--- config.mk ---
export PLATFORM = sky130hd
export DESIGN_NAME = bec_top
export DESIGN_NICKNAME = d
export VERILOG_FILES = /design/src/core/bec_top.v
export VERILOG_INCLUDE_DIRS = /design/src /design/src/core
export SDC_FILE = /design/constraint.sdc
export NUM_CORES = 1
export LEC_CHECK = 0
export ABC_AREA = 1
export BUFFER_PORTS_ARGS = -buffer_cell sky130_fd_sc_hd__buf_4
export CAP_MARGIN = 20
export CELL_PAD_IN_SITES_DETAIL_PLACEMENT = 1
export CELL_PAD_IN_SITES_GLOBAL_PLACEMENT = 2
export CORE_UTILIZATION = 28
export DETAILED_ROUTE_END_ITERATION = 12
export HOLD_SLACK_MARGIN = 0.1
export PLACE_DENSITY_LB_ADDON = 0.08
export REMOVE_ABC_BUFFERS = 1
export SLEW_MARGIN = 25
export SYNTH_ARGS = -nofsm -noshare
export SYNTH_HDL_FRONTEND = slang
export SYNTH_SLANG_ARGS = --single-unit
--- constraint.sdc ---
create_clock -name clock_i -period 3 [get_ports clock_i]
set_input_delay 0.45 -clock clock_i [delete_from_list [all_inputs] [get_ports clock_i]]
set_output_delay 0.45 -clock clock_i [all_outputs]
set_load 0.01 [all_outputs]
--- src/core/bec_consts.vh ---
// Constants for the bridge error and lock control block.
// Assumes inclusion by bec_top only; definitions only.
`ifndef BEC_CONSTS_VH
`define BEC_CONSTS_VH

// ----------------------------------------
// Register offsets
// ----------------------------------------
`define BEC_OFF_CTRL 8'h00
`define BEC_OFF_STAT 8'h04
`define BEC_OFF_CAUSE 8'h08
`define BEC_OFF_DIS 8'h0C
`define BEC_OFF_LOCK 8'h10

// ----------------------------------------
// Control fields
// ----------------------------------------
`define BEC_CTL_PRI_PRESP 0
`define BEC_CTL_SEC_PRESP 1
`define BEC_CTL_SERR_EN 2
`define BEC_CTL_SERR_FWD 3
`define BEC_CTL_MTO_SERR 4
`define BEC_CTRL_RST 8'h00

// ----------------------------------------
// Status fields
// ----------------------------------------
`define BEC_ST_PRI_PERR_DET 0
`define BEC_ST_PRI_DPAR_DET 1
`define BEC_ST_SIG_SERR 2
`define BEC_ST_SEC_PERR_DET 3
`define BEC_ST_SEC_DPAR_DET 4
`define BEC_ST_RCV_SERR 5

// ----------------------------------------
// Cause and disable fields
// ----------------------------------------
`define BEC_CS_PW_PAR 0
`define BEC_CS_PW_TABT 1
`define BEC_CS_PW_MABT 2
`define BEC_CS_PW_RETRY 3
`define BEC_CS_DW_RETRY 4
`define BEC_CS_DR_RETRY 5
`define BEC_CS_MTO 6
`define BEC_CS_SEC_SERR 7
`define BEC_DIS_RST 8'h00

// ----------------------------------------
// Forwarded transaction kinds
// ----------------------------------------
`define BEC_KIND_PW 2'h0
`define BEC_KIND_DW 2'h1
`define BEC_KIND_DR 2'h2

// ----------------------------------------
// Timing
// ----------------------------------------
`define BEC_PERR_DELAY_CYC 2
`define BEC_RETRY_LIMIT 25'h1000000

`endif

--- src/core/bec_top.v ---
// Error signalling and exclusive access control of a two-bus bridge.
// Assumes bridge datapath strobes on clock_i; bus pins arrive unsynchronised.
`timescale 1ns/10ps
`include "bec_consts.vh"

module bec_top #(
   parameter RETRY_LIMIT = `BEC_RETRY_LIMIT,
   parameter AW = 32
)(
   input wire clock_i,
   input wire rst_b_i,
   input wire [7:0] reg_addr_i,
   input wire [31:0] reg_wdata_i,
   input wire reg_wr_i,
   input wire reg_rd_i,
   output reg [31:0] reg_rdata_o,
   input wire dn_pw_perr_i,
   input wire up_pw_perr_i,
   input wire dn_wr_master_i,
   input wire dn_wr_fwd_bad_i,
   input wire up_wr_master_i,
   input wire up_wr_fwd_bad_i,
   input wire primary_parity_error_line_b_i,
   input wire secondary_parity_error_line_b_i,
   input wire secondary_system_error_input_b_i,
   input wire pw_target_abort_i,
   input wire pw_master_abort_i,
   input wire retry_i,
   input wire txn_done_i,
   input wire [1:0] txn_kind_i,
   input wire master_timeout_i,
   input wire lk_rd_req_i,
   input wire [AW-1:0] lk_addr_i,
   input wire [3:0] lk_cmd_i,
   input wire [3:0] lk_be_i,
   input wire lk_par_i,
   input wire queue_ahead_empty_i,
   input wire s_bus_idle_i,
   input wire s_rd_data_done_i,
   input wire s_rd_abort_i,
   input wire rpt_valid_i,
   input wire [AW-1:0] rpt_addr_i,
   input wire [3:0] rpt_cmd_i,
   input wire [3:0] rpt_be_i,
   input wire rpt_lock_seq_i,
   input wire p_lock_b_i,
   input wire p_frame_b_i,
   input wire s_lock_b_i,
   output reg primary_parity_error_line_b_o,
   output reg primary_parity_error_line_oe_o,
   output reg secondary_parity_error_line_b_o,
   output reg secondary_parity_error_line_oe_o,
   output reg primary_system_error_line_b_o,
   output reg primary_system_error_line_oe_o,
   output reg fwd_bad_par_dn_o,
   output reg fwd_bad_par_up_o,
   output reg discard_o,
   output reg target_retry_o,
   output reg target_abort_o,
   output reg return_data_o,
   output reg block_cross_o,
   output reg no_prefetch_o,
   output reg fwd_locked_o,
   output reg issue_lock_rd_o,
   output reg s_lock_b_o,
   output reg s_lock_oe_o,
   output reg [AW-1:0] lk_addr_o,
   output reg [3:0] lk_cmd_o,
   output reg [3:0] lk_be_o,
   output reg lk_par_o
);

   localparam ST_IDLE = 3'h0;
   localparam ST_QUEUED = 3'h1;
   localparam ST_WAIT = 3'h2;
   localparam ST_ADDR = 3'h3;
   localparam ST_DATA = 3'h4;
   localparam ST_HELD = 3'h5;
   localparam ST_ABORT = 3'h6;
   localparam ST_LOCKED = 3'h7;
   // Retry limit cut to the counter's width
   localparam [24:0] RLIM = RETRY_LIMIT[24:0];

   function [7:0] w1c;
      input [7:0] cur;
      input [7:0] clr;
      input [7:0] set;
      begin
         w1c = (cur & ~clr) | set;
      end
   endfunction

   // Secondary lock pulled low in the data, held and locked states, not in abort
   function lock_low;
      input [2:0] st;
      begin
         lock_low = (st == ST_DATA) || (st == ST_HELD) || (st == ST_LOCKED);
      end
   endfunction

   // ----------------------------------------
   // Pin synchronisers
   // ----------------------------------------
   reg [5:0] sync1_q;
   reg [5:0] sync2_q;
   always @(posedge clock_i)
   begin
      if (!rst_b_i)
      begin
         sync1_q <= 6'h3F;
         sync2_q <= 6'h3F;
      end
      else
      begin
         sync1_q <= {s_lock_b_i, p_frame_b_i, p_lock_b_i, secondary_system_error_input_b_i,
                     secondary_parity_error_line_b_i, primary_parity_error_line_b_i};
         sync2_q <= sync1_q;
      end
   end
   wire p_perr_seen = ~sync2_q[0];
   wire s_perr_seen = ~sync2_q[1];
   wire s_serr_seen = ~sync2_q[2];
   wire p_lock_rel = sync2_q[3];
   wire p_frame_rel = sync2_q[4];
   wire s_lock_rel = sync2_q[5];

   // ----------------------------------------
   // Registers
   // ----------------------------------------
   reg [7:0] ctrl_q;
   reg [7:0] stat_q;
   reg [7:0] cause_q;
   reg [7:0] dis_q;
   reg [2:0] state_q;
   reg [2:0] state_d;
   wire wr_ctrl = reg_wr_i && (reg_addr_i == `BEC_OFF_CTRL);
   wire wr_stat = reg_wr_i && (reg_addr_i == `BEC_OFF_STAT);
   wire wr_cause = reg_wr_i && (reg_addr_i == `BEC_OFF_CAUSE);
   wire wr_dis = reg_wr_i && (reg_addr_i == `BEC_OFF_DIS);
   wire pri_resp = ctrl_q[`BEC_CTL_PRI_PRESP];
   wire sec_resp = ctrl_q[`BEC_CTL_SEC_PRESP];
   wire serr_en = ctrl_q[`BEC_CTL_SERR_EN];

   // ----------------------------------------
   // Retry counting
   // ----------------------------------------
   reg [24:0] retry_cnt_q;
   wire retry_hit = retry_i && (retry_cnt_q + 25'h1 >= RLIM);
   always @(posedge clock_i)
   begin
      if (!rst_b_i)
         retry_cnt_q <= 25'h0;
      else if (txn_done_i || retry_hit)
         retry_cnt_q <= 25'h0;
      else if (retry_i)
         retry_cnt_q <= retry_cnt_q + 25'h1;
   end

   // ----------------------------------------
   // Target-reported parity errors
   // ----------------------------------------
   wire dn_tgt_perr = dn_wr_master_i && s_perr_seen;
   wire up_tgt_perr = up_wr_master_i && p_perr_seen;

   // ----------------------------------------
   // System error causes
   // ----------------------------------------
   reg [7:0] ev;
   reg [7:0] qual;
   reg [7:0] st_set;
   wire lk_mto = master_timeout_i && (state_q == ST_HELD);
   always @*
   begin
      ev = 8'h00;
      ev[`BEC_CS_PW_PAR] = (dn_tgt_perr && !dn_wr_fwd_bad_i)
                         || (up_tgt_perr && !up_wr_fwd_bad_i);
      ev[`BEC_CS_PW_TABT] = pw_target_abort_i;
      ev[`BEC_CS_PW_MABT] = pw_master_abort_i;
      ev[`BEC_CS_PW_RETRY] = retry_hit && (txn_kind_i == `BEC_KIND_PW);
      ev[`BEC_CS_DW_RETRY] = retry_hit && (txn_kind_i == `BEC_KIND_DW);
      ev[`BEC_CS_DR_RETRY] = retry_hit && (txn_kind_i == `BEC_KIND_DR);
      ev[`BEC_CS_MTO] = master_timeout_i || lk_mto;
      ev[`BEC_CS_SEC_SERR] = s_serr_seen;
      // Disable bits cover the first six; two causes have their own enables
      qual = ev & ~{2'b00, dis_q[5:0]};
      // Parity cause needs both response bits whichever way the write went
      qual[`BEC_CS_PW_PAR] = ev[`BEC_CS_PW_PAR] && pri_resp && sec_resp
                           && !dis_q[`BEC_CS_PW_PAR];
      qual[`BEC_CS_MTO] = ev[`BEC_CS_MTO] && ctrl_q[`BEC_CTL_MTO_SERR];
      qual[`BEC_CS_SEC_SERR] = s_serr_seen && ctrl_q[`BEC_CTL_SERR_FWD];
      if (!serr_en)
         qual = 8'h00;
      st_set = 8'h00;
      st_set[`BEC_ST_PRI_PERR_DET] = dn_pw_perr_i;
      st_set[`BEC_ST_SEC_PERR_DET] = up_pw_perr_i;
      st_set[`BEC_ST_SEC_DPAR_DET] = dn_tgt_perr && sec_resp;
      st_set[`BEC_ST_PRI_DPAR_DET] = up_tgt_perr && pri_resp;
      st_set[`BEC_ST_SIG_SERR] = |qual;
      st_set[`BEC_ST_RCV_SERR] = qual[`BEC_CS_SEC_SERR];
   end

   // ----------------------------------------
   // Register file and error outputs
   // ----------------------------------------
   reg [`BEC_PERR_DELAY_CYC-2:0] dn_perr_pipe_q;
   reg [`BEC_PERR_DELAY_CYC-2:0] up_perr_pipe_q;
   always @(posedge clock_i)
   begin
      if (!rst_b_i)
      begin
         ctrl_q <= `BEC_CTRL_RST;
         dis_q <= `BEC_DIS_RST;
         stat_q <= 8'h00;
         cause_q <= 8'h00;
         reg_rdata_o <= 32'h0;
         dn_perr_pipe_q <= 1'b0;
         up_perr_pipe_q <= 1'b0;
         primary_parity_error_line_b_o <= 1'b1;
         primary_parity_error_line_oe_o <= 1'b0;
         secondary_parity_error_line_b_o <= 1'b1;
         secondary_parity_error_line_oe_o <= 1'b0;
         primary_system_error_line_b_o <= 1'b1;
         primary_system_error_line_oe_o <= 1'b0;
         fwd_bad_par_dn_o <= 1'b0;
         fwd_bad_par_up_o <= 1'b0;
         discard_o <= 1'b0;
      end
      else
      begin
         if (wr_ctrl)
            ctrl_q <= reg_wdata_i[7:0];
         if (wr_dis)
            dis_q <= reg_wdata_i[7:0];
         // Set beats a simultaneous clear
         stat_q <= w1c(stat_q, wr_stat ? reg_wdata_i[7:0] : 8'h00, st_set);
         cause_q <= w1c(cause_q, wr_cause ? reg_wdata_i[7:0] : 8'h00, qual);
         reg_rdata_o <= 32'h0;
         if (reg_rd_i)
         begin
            if (reg_addr_i == `BEC_OFF_CTRL)
               reg_rdata_o <= {24'h0, ctrl_q};
            else if (reg_addr_i == `BEC_OFF_STAT)
               reg_rdata_o <= {24'h0, stat_q};
            else if (reg_addr_i == `BEC_OFF_CAUSE)
               reg_rdata_o <= {24'h0, cause_q};
            else if (reg_addr_i == `BEC_OFF_DIS)
               reg_rdata_o <= {24'h0, dis_q};
            else if (reg_addr_i == `BEC_OFF_LOCK)
               reg_rdata_o <= {29'h0, state_q};
         end
         // Event on cycle 0, pipe on 1, error line on 2
         dn_perr_pipe_q <= dn_pw_perr_i && pri_resp;
         up_perr_pipe_q <= up_pw_perr_i && sec_resp;
         primary_parity_error_line_b_o <= ~dn_perr_pipe_q;
         primary_parity_error_line_oe_o <= dn_perr_pipe_q;
         secondary_parity_error_line_b_o <= ~up_perr_pipe_q;
         secondary_parity_error_line_oe_o <= up_perr_pipe_q;
         fwd_bad_par_dn_o <= dn_pw_perr_i;
         fwd_bad_par_up_o <= up_pw_perr_i;
         primary_system_error_line_b_o <= ~(|qual);
         primary_system_error_line_oe_o <= |qual;
         discard_o <= retry_hit || lk_mto;
      end
   end

   // ----------------------------------------
   // Locked sequence control
   // ----------------------------------------
   wire rpt_match = rpt_valid_i && rpt_lock_seq_i && (rpt_addr_i == lk_addr_o)
                    && (rpt_cmd_i == lk_cmd_o) && (rpt_be_i == lk_be_o);
   always @*
   begin
      state_d = state_q;
      case (state_q)
         ST_IDLE:
            if (lk_rd_req_i)
               state_d = ST_QUEUED;
         ST_QUEUED:
            if (queue_ahead_empty_i)
               state_d = ST_WAIT;
         ST_WAIT:
            if (s_bus_idle_i && s_lock_rel)
               state_d = ST_ADDR;
         ST_ADDR:
            state_d = ST_DATA;
         ST_DATA:
            if (s_rd_abort_i)
               state_d = ST_ABORT;
            else if (s_rd_data_done_i)
               state_d = ST_HELD;
         ST_HELD:
            if (master_timeout_i)
               state_d = ST_IDLE;
            else if (rpt_match)
               state_d = ST_LOCKED;
         ST_ABORT:
            if (rpt_match || master_timeout_i)
               state_d = ST_IDLE;
         default:
            if (p_lock_rel && p_frame_rel)
               state_d = ST_IDLE;
      endcase
   end

   always @(posedge clock_i)
   begin
      if (!rst_b_i)
      begin
         state_q <= ST_IDLE;
         target_retry_o <= 1'b0;
         target_abort_o <= 1'b0;
         return_data_o <= 1'b0;
         block_cross_o <= 1'b0;
         no_prefetch_o <= 1'b0;
         fwd_locked_o <= 1'b0;
         issue_lock_rd_o <= 1'b0;
         s_lock_b_o <= 1'b1;
         s_lock_oe_o <= 1'b0;
         lk_addr_o <= {AW{1'b0}};
         lk_cmd_o <= 4'h0;
         lk_be_o <= 4'h0;
         lk_par_o <= 1'b0;
      end
      else
      begin
         state_q <= state_d;
         if (state_q == ST_IDLE && lk_rd_req_i)
         begin
            lk_addr_o <= lk_addr_i;
            lk_cmd_o <= lk_cmd_i;
            lk_be_o <= lk_be_i;
            lk_par_o <= lk_par_i;
         end
         target_retry_o <= (state_q == ST_IDLE) && lk_rd_req_i;
         target_abort_o <= (state_q == ST_ABORT) && rpt_match;
         return_data_o <= (state_q == ST_HELD) && rpt_match && !master_timeout_i;
         // Crossings retried from queueing until the locked state is entered or the sequence returns to idle
         block_cross_o <= (state_d != ST_IDLE) && (state_d != ST_LOCKED);
         no_prefetch_o <= state_d != ST_IDLE;
         fwd_locked_o <= state_d == ST_LOCKED;
         issue_lock_rd_o <= state_d == ST_ADDR;
         // Driven high in address phase, driven low from next cycle while held
         s_lock_oe_o <= (state_d == ST_ADDR) || lock_low(state_d);
         s_lock_b_o <= !lock_low(state_d);
      end
   end

endmodule

## Word level (Yosys, flattened, before mapping)

Cells that the tools add are included.

- Word-level logic and storage cells: 144
- Register bits after elaboration: 165

- $lt $le $gt $ge: 1
- Multiplexer cells: 18
- Equal/unequal tests: 20
- Bitwise logic cells: 16
- Reduce and logical (&&, ||, !) cells: 54
- Add/subtract/negate cells: 1

Operators with widths:

| kind | count |
|---|---|
| two-way mux 8 bit | 7 |
| logical AND 1 bit | 33 |
| == test 32 bit | 1 |
| two-way mux 3 bit | 10 |
| adder 25 x 1 -> 25 bit, second input constant | 1 |
| greater-or-equal comparator 25 bit, second input constant | 1 |
| one-hot mux 3 bit (7 select lines) | 1 |
| == test 3 bit, second input constant | 6 |
| bitwise AND 8 bit | 2 |
| == test 8 x 4 -> 1 bit, second input constant | 2 |
| NOT 8 bit | 2 |
| == test 3 x 2 -> 1 bit, second input constant | 3 |
| == test 4 bit | 2 |
| == test 8 x 3 -> 1 bit, second input constant | 1 |
| == test 8 x 5 -> 1 bit, second input constant | 1 |
| logical NOT 8 bit | 1 |
| logical OR 1 bit | 8 |
| NOT 1 bit | 8 |
| OR 8 x 6 -> 8 bit | 1 |
| OR 8 bit | 1 |
| OR reduction 8 bit | 1 |
| bitwise AND 6 bit | 1 |
| NOT 6 bit | 1 |
| OR reduction 6 bit | 1 |
| other kinds (10) | 14 |

## Logic depth before layout (Yosys ltp)

Gate-level depths: netlist of run 1.

- Depth in word-level cells: 11
- Mapped depth: 16
- Depth with buffers taken out: 16

## Worst setup path before layout of run 1

OpenSTA, ideal clock, no wires.

- Path type: flip-flop to flip-flop
- Start: reg retry_cnt_q[0]
- End: reg retry_cnt_q[18]
- Stages on the path, launching flop included: 11
- Clock period less this slack: 1.626 ns
- Setup time: 0.070 ns
- Slack: 1.374 ns
- Data required time: 2.930 ns
- Buffers on the path: 0
- Data arrival time: 1.557 ns
- Cells stage by stage: dfxtp_1 -> ha_1 -> nand3_2 -> nor2_2 -> nand2_2 -> nor2_4 -> nand4_2 -> nor2_2 -> nand4_1 -> or2_0 -> a21oi_1

- Word-level cells in the longest chain between the ends: 5

Ends and longest elaborated chain:

| item | line | source |
|---|---|---|
| from (decl) | bec_top.v:147 | `reg [24:0] retry_cnt_q;` |
| from (signal assigned) | bec_top.v:156 | `retry_cnt_q <= retry_cnt_q + 25'h1;` |
| adder 25 x 1 -> 25 bit * | bec_top.v:148, bec_top.v:156 |  |
| greater-or-equal comparator 25 bit | bec_top.v:148 | `wire retry_hit = retry_i && (retry_cnt_q + 25'h1 >= RLIM);` |
| logical AND 1 bit | bec_top.v:148 |  |
| logical OR 1 bit | bec_top.v:153 | `else if (txn_done_i \|\| retry_hit)` |
| OR reduction 2 bit (no source line) | - |  |

Mark *: on every way between the ends. The rest lies on a longest branch, timed or not.
A chain may end at the register's enable or synchronous reset.

## Final worst setup path of run 1

- Start: reg state_q[2]
- End: reg block_cross_o

- Word-level cells in the longest chain between the ends: 5
- Elaborated cells between the ends (all ways): 20
- Classes of those cells: eq/ne (7); mux (10); reduce/logical (3)

Ends and longest elaborated chain:

| item | line | source |
|---|---|---|
| from (decl) | bec_top.v:134 | `reg [2:0] state_q;` |
| from (signal assigned) | bec_top.v:326 | `state_q <= state_d;` |
| two-way mux 3 bit, on equally long branches | bec_top.v:294, bec_top.v:289 |  |
| two-way mux 3 bit, on equally long branches | bec_top.v:292, bec_top.v:287 |  |
| one-hot mux 3 bit (7 select lines) * | bec_top.v:274 | `case (state_q)` |
| inequality test 3 bit / nonzero test 3 bit (equally long branches) | bec_top.v:338 | `block_cross_o <= (state_d != ST_IDLE) && (state_d != ST_LOCKED);` |
| logical AND 1 bit * | bec_top.v:338 |  |
| to (signal assigned) | bec_top.v:338 |  |
| to (decl) | bec_top.v:61 | `output reg block_cross_o,` |

Marked as above.

==> results of run 1 <==
[metal layers]
metal,track usage,part of all wire
met3,0.0353,0.048
met1,0.248,0.48
met2,0.314,0.46
met5,0,0
met4,0.0490,0.0096
[sequential cells by signal (all words and copies together), names as in the netlist, 3 cells and up]
name         flops
lk_be_o          4
state_q          3
lk_cmd_o         4
dis_q            8
ctrl_q           8
cause_q          8
lk_addr_o       32
sync1_q          6
reg_rdata_o      8
sync2_q          6
retry_cnt_q     25
stat_q           8
[worst max-delay path by stage]
| stage | from | to | slack [ns] |
|---|---|---|---|
| floorplan | state_q[2]$_SDFF_PN0_ | block_cross_o$_SDFF_PN0_ | 0.34 |
| global placement | rpt_addr_i[6] | s_lock_oe_o$_SDFF_PN0_ | 0.79 |
| detailed placement | rpt_addr_i[6] | s_lock_oe_o$_SDFF_PN0_ | 0.80 |
| CTS | state_q[2]$_SDFF_PN0_ | block_cross_o$_SDFF_PN0_ | 0.89 |
| global route | state_q[2]$_SDFF_PN0_ | block_cross_o$_SDFF_PN0_ | 0.58 |
| finish | state_q[2]$_SDFF_PN0_ | block_cross_o$_SDFF_PN0_ | 0.89 |
[placed cells by master, fill, tap and decap left out, types with 2 or more instances in the layout]
master,n
dfxtp_1,141
a211oi_1,2
o211ai_1,7
clkinv_4,2
or2_2,17
a221oi_1,2
a41oi_1,4
o21ai_1,2
conb_1,24
nand4_1,18
nor4_1,6
buf_4,198
nor3_1,18
o2111ai_1,2
nand3_1,38
a21oi_2,2
a31oi_1,2
inv_1,133
nor2_1,76
nor2_2,6
inv_2,3
nand2_1,202
clkbuf_16,17
clkinv_2,3
xor2_1,10
clkinvlp_4,4
nor3_2,2
clkbuf_8,2
a21oi_1,71
nand3_2,6
xnor2_1,15
nand2_2,2
o21ai_0,79
inv_6,3
nand4_2,3
[worst max-delay path, cell delays in order (launching register included)]
cell and delay, ns:
dfxtp_1 0.53, inv_1 0.16, nand3_2 0.40, o21ai_0 0.21
nor2_1 0.17, nand4_2 0.12, inv_1 0.12, nand3_1 0.08
nand2_1 0.07, nand2_1 0.06, nand2_1 0.06, inv_1 0.03
[power groups by stage]
stage	Sequential, mW	Combinational, mW	Clock [mW]
4_1_cts	2.05	0.809	2.06
6_report	2.05	0.793	1.99
3_3_place_gp	2.08	0.802	0
2_1_floorplan	2.11	0.343	0
5_1_grt	2.06	0.898	2.12
3_5_place_dp	2.09	0.805	0
[layout make-up]
| class | count | share of cell area |
|---|---|---|
| clock buffers | 19 | 0.0513 |
| clock inverters | 12 | 0.0101 |
| inverters | 137 | 0.0582 |
| multi-input cells | 627 | 0.348 |
| flip-flops and latches | 141 | 0.320 |
| well taps | 313 | 0.0444 |
| repair buffers | 198 | 0.168 |
[synthesized netlist by cell type, types with 5 or more instances]
cell,count,share of area
xnor2_1,15,0.020
nand3_2,5,0.0076
nand2_1,202,0.11
nor2_1,76,0.043
nor3_1,18,0.014
o21ai_0,79,0.060
buf_4,24,0.027
nand4_1,18,0.017
clkbuf_1,19,0.011
nor2_2,6,0.0057
xor2_1,10,0.013
or2_2,17,0.016
inv_1,133,0.075
nand3_1,39,0.030
dfxtp_1,141,0.43
a21oi_1,71,0.054
nor4_1,6,0.0057
o211ai_1,7,0.0079
[metrics by stage]
stage	utilization	worst slack (ns)
2_1_floorplan	-	0.340
3_3_place_gp	0.362	0.794
3_5_place_dp	0.362	0.803
4_1_cts	0.385	0.885
5_1_grt	0.385	0.583
6_report	0.385	0.894
[kinds of logic after synthesis]
logic type               synth area share
AND/OR/NAND/NOR                     0.270
buffers and inverters               0.123
AO/OA/AOI/OAI                       0.145
flip-flops                          0.427
XOR/XNOR                           0.0331
adder cells (fa/ha/maj)           0.00189
other                            0.000567
==> run_results.csv, run 1 <==
group,metric,value,unit
outcome,status,"completed",
critical_path,ff2ff_path_depth,11,
floorplanning,core_area,22900,sq um
sta,holdWs,0.213,ns
critical_path,cp.arrival,2.43,ns
synthesis,synth_seq_cells,141,
synthesis,ys_warn_count,0,
placement,routabilityCongestion,0.778,
power_and_ir_drop,pwr-share-clk,0.412,
grt,grt_pass1_wl,34800,microns
critical_path,cp-end-kind,"register",
power_and_ir_drop,p_int,3.41,mW
critical_path,worstSetupPathType,"reg2reg",
cts,htree_levels,4,
placement,dp.cells,1416,
routing,drt-vias-per-instance,4.46,
hold_path,hp-class,"in2reg",
sta,skew,0.0113,ns
synthesis,async_flop_share,0,
routing,antenna_left,0,
hold_path,min_path_cells,2,
cts,ctsResizeCount,0,
critical_path,crit_path_max_fanout,26,
placement,io_buffer_count,193,
power_and_ir_drop,power.leakage,4.07,nW
floorplanning,row_count,55,
grt,grt_overflow_total,0,
cts,tritoncts,"yes",
routing,num_vias,6456,
cts,cts_setup_buffers,0,
cts,clk_pin_slew,0.07,ns
power_and_ir_drop,ir_drop,0.320,mV
critical_path,reg2reg_from,"state_q[2]$_SDFF_PN0_",
synthesis,synth_cell_types,45,
final_layout,fin_area,8830,sq um
routing,drtPass1Iterations,4,
final_layout,syn_to_final_growth,33.5,%
critical_path,reg2reg_slack,0.89,ns
power_and_ir_drop,switchingPower,1.41,mW
floorplanning,initial_core_util,0.289,
cts,cts-root-to-sink-buffers,2,
floorplanning,dieArea,24200,sq um
floorplanning,die_w,156,microns
placement,placed_area,8290,sq um
power_and_ir_drop,swShare,0.293,
synthesis,avgSynthCellArea,7.10,sq um
final_layout,insertedDiodeCount,0,
final_layout,multi_input_area,3070,sq um
sta,relSlewSlack,0.553,
final_layout,final_cells,1447,
cts,root_buffer,"clkbuf_16",
cts,ctsHoldBuffers,0,
power_and_ir_drop,power,4.83,mW
hold_path,min-delay-start,"p_lock_b_i",
sta,finalHoldViolCount,0,
final_layout,fillers,2899,
cts,clock-sinks,141,
floorplanning,pin_count,242,
grt,groute.usage.overall,0.188,
grt,grt_max_degree,54,
cts,numCtsBuffers,17,
hold_path,hold_path_end,"sync1_q[3]$_SDFF_PN1_",
power_and_ir_drop,p_seq_frac,0.424,
sta,fmax,0.475,GHz
sta,drv_slew,0,
synthesis,ys.flop_type,"dfxtp_1",
critical_path,rr_endpoint,"block_cross_o$_SDFF_PN0_",
final_layout,ff_latch_area,2820,sq um
routing,drtIter0Drc,306,
floorplanning,die_h,156,microns
placement,dp_hpwl,17400,microns
critical_path,cp.required,3.33,ns
grt,grt_pass1_vias,6434,
sta,tightest_slew,0.670,ns
power_and_ir_drop,comb_power_share,0.164,
sta,setup_tns,0,ns
grt,antenna_found_initial,0,
routing,route.final.wire_length,22400,microns
sta,setup_violations,0,
synthesis,syn_inst,931,
sta,rsz0062_at_grt,"false",
synthesis,ys_seq_area_frac,0.427,
sta,finalCriticalPeriod,2.11,ns
run,max_cap_viol_count,0,
sta,fin_crit_sh,0.702,
final_layout,layout.nets,1274,
final_layout,drive_above_1_share,0.240,
routing,routedWlPerCell,15.5,microns
critical_path,crit_path_start_kind,"register",
power_and_ir_drop,power.density,547,nW/um^2
synthesis,netlist_area,6610,sq um
synthesis,synth-edff-count,0,
routing,drc,0,
cts,clkLatencyLatePin,0.42,ns
Power figures use the tool's default switching activity.
==> run 2: changes to the inputs <==
Settings changed: ABC_AREA 1 to 0.
Clock period 3 ns to 2 ns, I/O delays scaled along.
==> run 2 against run 1 <==
Net effect:
- clock skew down 0.0015 ns
- combinational power is 53% higher
- count of clock-buffer cells in the layout down 1
- critical endpoint is now fwd_locked_o$_SDFF_PN0_
- sequential power grew 46%
- highest routed layer unchanged
- die area is 6.4% lower
- the flow now finishes with violations (negative setup slack)
- core utilization up 5.0 points
- wire length shrank 5.3%
==> run_results.csv, run 2 <==
group,metric,value,unit
grt,groute.usage.overall,0.190,
routing,routedWlPerCell,16.6,microns
cts,root_buffer,"clkbuf_16",
placement,placed_area,8410,sq um
final_layout,ff_latch_area,2830,sq um
floorplanning,die_w,151,microns
critical_path,crit_slowest_cell,"dfxtp_2",
critical_path,critical_path.most_common_cell,"buf_4",
synthesis,synth_seq_cells,141,
synthesis,async_flop_share,0,
cts,clkLatencyLatePin,0.42,ns
sta,rsz0062_at_grt,"true",
power_and_ir_drop,power.density,785,nW/um^2
grt,grt_overflow_total,0,
critical_path,cp-end-kind,"register",
synthesis,netlist_area,6190,sq um
grt,grt_pass1_vias,6149,
critical_path,crit_path_start_kind,"register",
routing,drtIter0Drc,95,
synthesis,ys_warn_count,0,
final_layout,largest_register_ffs,32,
outcome,violations,"negative setup slack",
final_layout,regMostFlops,"lk_addr_o",
floorplanning,pin_count,242,
critical_path,crit_path_max_fanout,3,
cts,tritoncts,"yes",
run,max_cap_viol_count,0,
synthesis,synth_top_cell_area_share,0.456,
synthesis,synth_commonest_cells,"dfxtp_1, nand2_1, a21boi_0, xor2_1, nor2_1",
critical_path,cp.required,2.32,ns
placement,dp.cells,1223,
cts,htree_levels,4,
final_layout,layout_common_cells,"buf_4, nand2_1, dfxtp_1",
cts,clock-sinks,141,
routing,num_vias,5836,
synthesis,avgSynthCellArea,8.88,sq um
final_layout,syn_to_final_growth,53.0,%
final_layout,drive_above_1_share,0.370,
floorplanning,core_area,21800,sq um
placement,dp_slack,-0.445,ns
cts,clk_pin_slew,0.07,ns
synthesis,ys_seq_area_frac,0.456,
sta,drv_slew,0,
routing,antenna_left,0,
synthesis,ys.flop_type,"dfxtp_1",
critical_path,crit_chain,"xor2_1 > nor4_2 > buf_4 > nand4_1 > nor4_2 > buf_4 > mux2i_4 > o211ai_1 > buf_4 > and3_4",
synthesis,syn_inst,697,
final_layout,layout.nets,1135,
power_and_ir_drop,power,7.44,mW
routing,route.final.wire_length,21200,microns
sta,fin_crit_sh,1.16,
grt,grt_max_degree,42,
placement,io_buffer_count,193,
placement,routabilityCongestion,0.765,
critical_path,cp.arrival,2.63,ns
synthesis,synth_cell_types,57,
critical_path,worstSetupPathType,"reg2reg",
sta,setup_violations,8,
synthesis,synthTopCellsByArea,"dfxtp_1, nand2_1, xor2_1",
sta,skew,0.00978,ns
critical_path,reg2reg_slack,-0.31,ns
grt,grt_pass1_wl,32800,microns
floorplanning,dieArea,22700,sq um
sta,fmax,0.432,GHz
routing,drtPass1Iterations,4,
sta,setup_ws,-0.314,ns
cts,numCtsBuffers,17,
floorplanning,row_count,54,
power_and_ir_drop,power.leakage,4.06,nW
floorplanning,initial_core_util,0.284,
sta,finalHoldViolCount,0,
final_layout,fillers,2563,
synthesis,synth-edff-count,0,
routing,drt-vias-per-instance,4.57,
final_layout,fin_area,9470,sq um
final_layout,multi_input_area,3360,sq um
final_layout,final_cells,1276,
outcome,status,"finished, violations left",
grt,antenna_found_initial,0,
final_layout,final_common_cell,"buf_4",
routing,drc,0,
synthesis,yosysMostFrequentCell,"dfxtp_1",
synthesis,yosysTopAreaCell,"dfxtp_1",
cts,cts-root-to-sink-buffers,2,
placement,dp_hpwl,15600,microns
hold_path,hp-class,"in2reg",
sta,finalCriticalPeriod,2.31,ns
power_and_ir_drop,ir_drop,0.451,mV
critical_path,slowest_delay,0.33,ns
final_layout,insertedDiodeCount,0,
floorplanning,die_h,151,microns
final_layout,reg.largest.list,"lk_addr_o (32), retry_cnt_q (25)",
-- run 2: changes by cell type after synthesis, sizes merged, moves of 23 or more --
| cell | change |
|---|---|
| nand3 | -23 |
| nor2 | -38 |
| o21ai | -75 |
| nand2 | -68 |
| a21oi | -64 |
| xor2 | +42 |
| a21boi | +56 |
| inv | -125 |
| mux2i | +23 |
-- run 2: worst max-delay path, delay by kind of cell, from the launching register on --
family	cells	cell delay (ns)
simple gates	4	0.77
buf+inv	3	0.54
flops	1	0.33
mux	1	0.23
compound gates	1	0.17
xor+xnor	1	0.16
-- run 2: final timing paths --
path / endpoint / depth (start not counted) / startpoint
max reg2reg: fwd_locked_o$_SDFF_PN0_ / 10 / lk_addr_o[11]$_SDFFE_PN0P_
max: fwd_locked_o$_SDFF_PN0_ / 10 / lk_addr_o[11]$_SDFFE_PN0P_
min: lk_addr_o[7]$_SDFFE_PN0P_ / 3 / lk_addr_i[7]
min reg2reg: sync2_q[0]$_SDFF_PN1_ / 1 / sync1_q[0]$_SDFF_PN1_
-- run 2: final cells by class --
| cell class | count | share of cell area |
|---|---|---|
| multi-input cells | 513 | 0.355 |
| flip-flops and latches | 141 | 0.299 |
| repair buffers | 298 | 0.242 |
| clock buffers | 18 | 0.0453 |
| well taps | 280 | 0.0370 |
| clock inverters | 14 | 0.0167 |
| inverters | 12 | 0.00515 |
-- run 2: cells by family (layout without fill, tap and decap cells) --
logic type | Yosys count | in the layout | synth area share
flops | 141 | 141 | 0.456
buf+inv | 68 | 342 | 0.0598
fa+ha+maj | 1 | 1 | 0.00202
xor+xnor | 62 | 62 | 0.0877
compound gates | 104 | 104 | 0.122
other cells | 1 | 24 | 0.000606
simple gates | 296 | 298 | 0.233
mux | 24 | 24 | 0.0390
-- run 2: what timing repair did --
action                                  CTS  global route
cloned                                    1             1
buffers inserted                          6             3
hold buffers                             11             0
gates resized for setup                  36            27
endpoints found under the setup margin   39            34
pin swaps                                10            12
hold endpoints to repair                 11             0
-- run 2: metrics by stage --
stage	hold slack [ns]	TNS, ns	util
finish	0.132	-1.51	0.435
global route	0.119	-2.87	0.435
CTS	0.110	-1.75	0.429
detailed placement	0.397	-18.08	0.387
global placement	0.392	-14.24	0.387
floorplan	0.362	-88.72	-
-- run 2: layer usage --
metal  global-route usage  up-vias  wire, microns
met4               0.0465        0            195
li1                     -     2867              -
met2                0.344      137          11100
met1                0.216     2817           8710
met3               0.0579       15           1220
met5                    0        -              0
-- run 2: where the power goes --
group | internal (mW) | switching [mW]
clock | 1.87 | 1.36
sequential | 2.93 | 0.0752
combinational | 0.613 | 0.598
total | 5.41 | 2.03
==> run 3: changes to the inputs <==
Settings changed: CORE_ASPECT_RATIO from default to 0.5, PLACE_DENSITY_LB_ADDON 0.08 to 0.1.
==> run 3 against run 2 <==
Net effect:
- the flow still finishes with violations (negative setup slack)
- sequential power about the same
- final area increased by 0.71%
- global-route usage decreased by 0.59 points
- final cell count increased by 2.0%
- clock power about the same
- die area increased by 0.16%
- non-clock buffer count increased by 6
==> run_results.csv, run 3 (synthesis gave the netlist of run 2 again) <==
group,metric,value,unit
outcome,status,"finished, violations left",
outcome,violations,"negative setup slack",
floorplanning,pin_count,242,
floorplanning,dieArea,22700,sq um
placement,dp.cells,1247,
critical_path,cp.arrival,2.68,ns
grt,antenna_found_initial,0,
routing,drt-vias-per-instance,4.47,
critical_path,crit_path_start_kind,"register",
critical_path,rr_endpoint,"no_prefetch_o$_SDFF_PN0_",
grt,grt_max_degree,43,
placement,dp_slack,-0.590,ns
run,max_cap_viol_count,0,
sta,skew,0.00945,ns
sta,finalCriticalPeriod,2.36,ns
sta,fmax,0.424,GHz
final_layout,regMostFlops,"lk_addr_o",
critical_path,worstSetupPathType,"reg2reg",
routing,route.final.wire_length,20800,microns
grt,grt_pass1_wl,31500,microns
grt,groute.usage.overall,0.184,
critical_path,crit_path_max_fanout,4,
routing,num_vias,5820,
sta,setup_tns,-2.03,ns
final_layout,final_cells,1302,
final_layout,largest_register_ffs,32,
sta,fin_crit_sh,1.18,
placement,dp_hpwl,14800,microns
cts,numCtsBuffers,17,
floorplanning,initial_core_util,0.285,
sta,rsz0062_at_grt,"true",
routing,drc,0,
placement,placed_area,8490,sq um
critical_path,reg2reg_from,"lk_cmd_o[0]$_SDFFE_PN0P_",
final_layout,reg.largest.list,"lk_addr_o (32), retry_cnt_q (25)",
cts,root_buffer,"clkbuf_16",
hold_path,min_path_cells,3,
cts,clk_pin_slew,0.07,ns
final_layout,layout.nets,1141,
floorplanning,row_count,38,
final_layout,finish.utilization,0.440,
cts,cts-root-to-sink-buffers,2,
final_layout,insertedDiodeCount,0,
grt,grt_overflow_total,0,
final_layout,fillers,2595,
placement,routabilityCongestion,0.800,
power_and_ir_drop,power,7.40,mW
cts,clock-sinks,141,
sta,holdWs,0.122,ns
hold_path,hp-class,"in2reg",
cts,htree_levels,4,
critical_path,cp.required,2.32,ns
final_layout,final_common_cell,"buf_4",
grt,grt_pass1_vias,5999,
cts,tritoncts,"yes",
final_layout,drive_above_1_share,0.367,
hold_path,min-delay-start,"lk_addr_i[30]",
floorplanning,core_area,21700,sq um
floorplanning,die_h,107,microns
routing,routedWlPerCell,16.0,microns
hold_path,hold_path_end,"lk_addr_o[30]$_SDFFE_PN0P_",
final_layout,layout_common_cells,"buf_4, nand2_1, dfxtp_1",
final_layout,syn_to_final_growth,54.1,%
critical_path,cp-end-kind,"register",
sta,drv_slew,0,
power_and_ir_drop,power.leakage,4.11,nW
routing,drtPass1Iterations,4,
critical_path,reg2reg_slack,-0.36,ns
power_and_ir_drop,power.density,776,nW/um^2
floorplanning,die_w,212,microns
critical_path,ff2ff_path_depth,8,
routing,drtIter0Drc,137,
final_layout,fin_area,9540,sq um
placement,io_buffer_count,193,
cts,clkLatencyLatePin,0.43,ns
routing,antenna_left,0,
sta,setup_violations,10,
sta,finalHoldViolCount,0,
sta,setup_ws,-0.356,ns
power_and_ir_drop,ir_drop,0.424,mV
[run 3: cell types whose count changed in the layout (fill, tap and decap cells not counted), moves of 2 or more]
cell,delta
inv_6,-4
buf_4,+3
clkinv_4,+3
dfxtp_1,-3
dfxtp_2,+3
nor4_2,-3
buf_12,+2
dlygate4sd3_1,+2
nand2b_1,+2
nand2b_2,-2
nor4_4,+2
[run 3: timing repair]
action,in CTS,in global routing
buffers inserted,4,4
pin swaps,18,8
gates cloned,0,2
hold endpoints to repair,13,0
endpoints found under the setup margin,41,39
hold buffers,13,0
resized for setup,32,23
[run 3: how the worst max path moves through the flow]
| stage | start | endpoint | depth (start not counted) |
|---|---|---|---|
| after CTS | lk_be_o[1]$_SDFFE_PN0P_ | no_prefetch_o$_SDFF_PN0_ | 9 |
| after floorplan | state_q[0]$_SDFF_PN0_ | target_retry_o$_SDFF_PN0_ | 2 |
| after detailed placement | rpt_addr_i[17] | no_prefetch_o$_SDFF_PN0_ | 10 |
| final | lk_cmd_o[0]$_SDFFE_PN0P_ | no_prefetch_o$_SDFF_PN0_ | 8 |
| after global placement | rpt_addr_i[17] | no_prefetch_o$_SDFF_PN0_ | 10 |
| after global routing | lk_addr_o[28]$_SDFFE_PN0P_ | no_prefetch_o$_SDFF_PN0_ | 9 |
[run 3: final cells by class]
type	instances	area, sq um	share of cell area
Clock buffer	19	443	0.0465
Clock inverter	13	143	0.0150
Inverter	12	48.8	0.00512
Multi-Input combinational cell	513	3330	0.349
Sequential cell	141	2840	0.297
Tap cell	300	375	0.0394
Timing Repair Buffer	304	2360	0.247
[run 3: worst max-delay path, stage by stage, from the launching register on]
cell	delay [ns]
dfxtp_1	0.32
xor2_1	0.18
nor4_2	0.36
nand2_1	0.19
nor4_4	0.33
buf_4	0.19
mux2i_2	0.21
o211ai_1	0.18
o31a_1	0.28
[run 3: power by group]
part	leakage, nW	internal, mW	switching (mW)
Sequential	1.15	2.93	0.0689
Clock	0.283	1.87	1.31
Combinational	2.68	0.620	0.595
[run 3: metal layers]
metal  routed length, microns  part of all wire  track usage  vias to the layer above
met2                    10900              0.52        0.331                       88
met1                     8930              0.43        0.213                     2819
met4                      418             0.020       0.0755                        0
met5                        0                 0            0                        -
met3                      587             0.028       0.0398                       29
li1                         -                 -            -                     2884
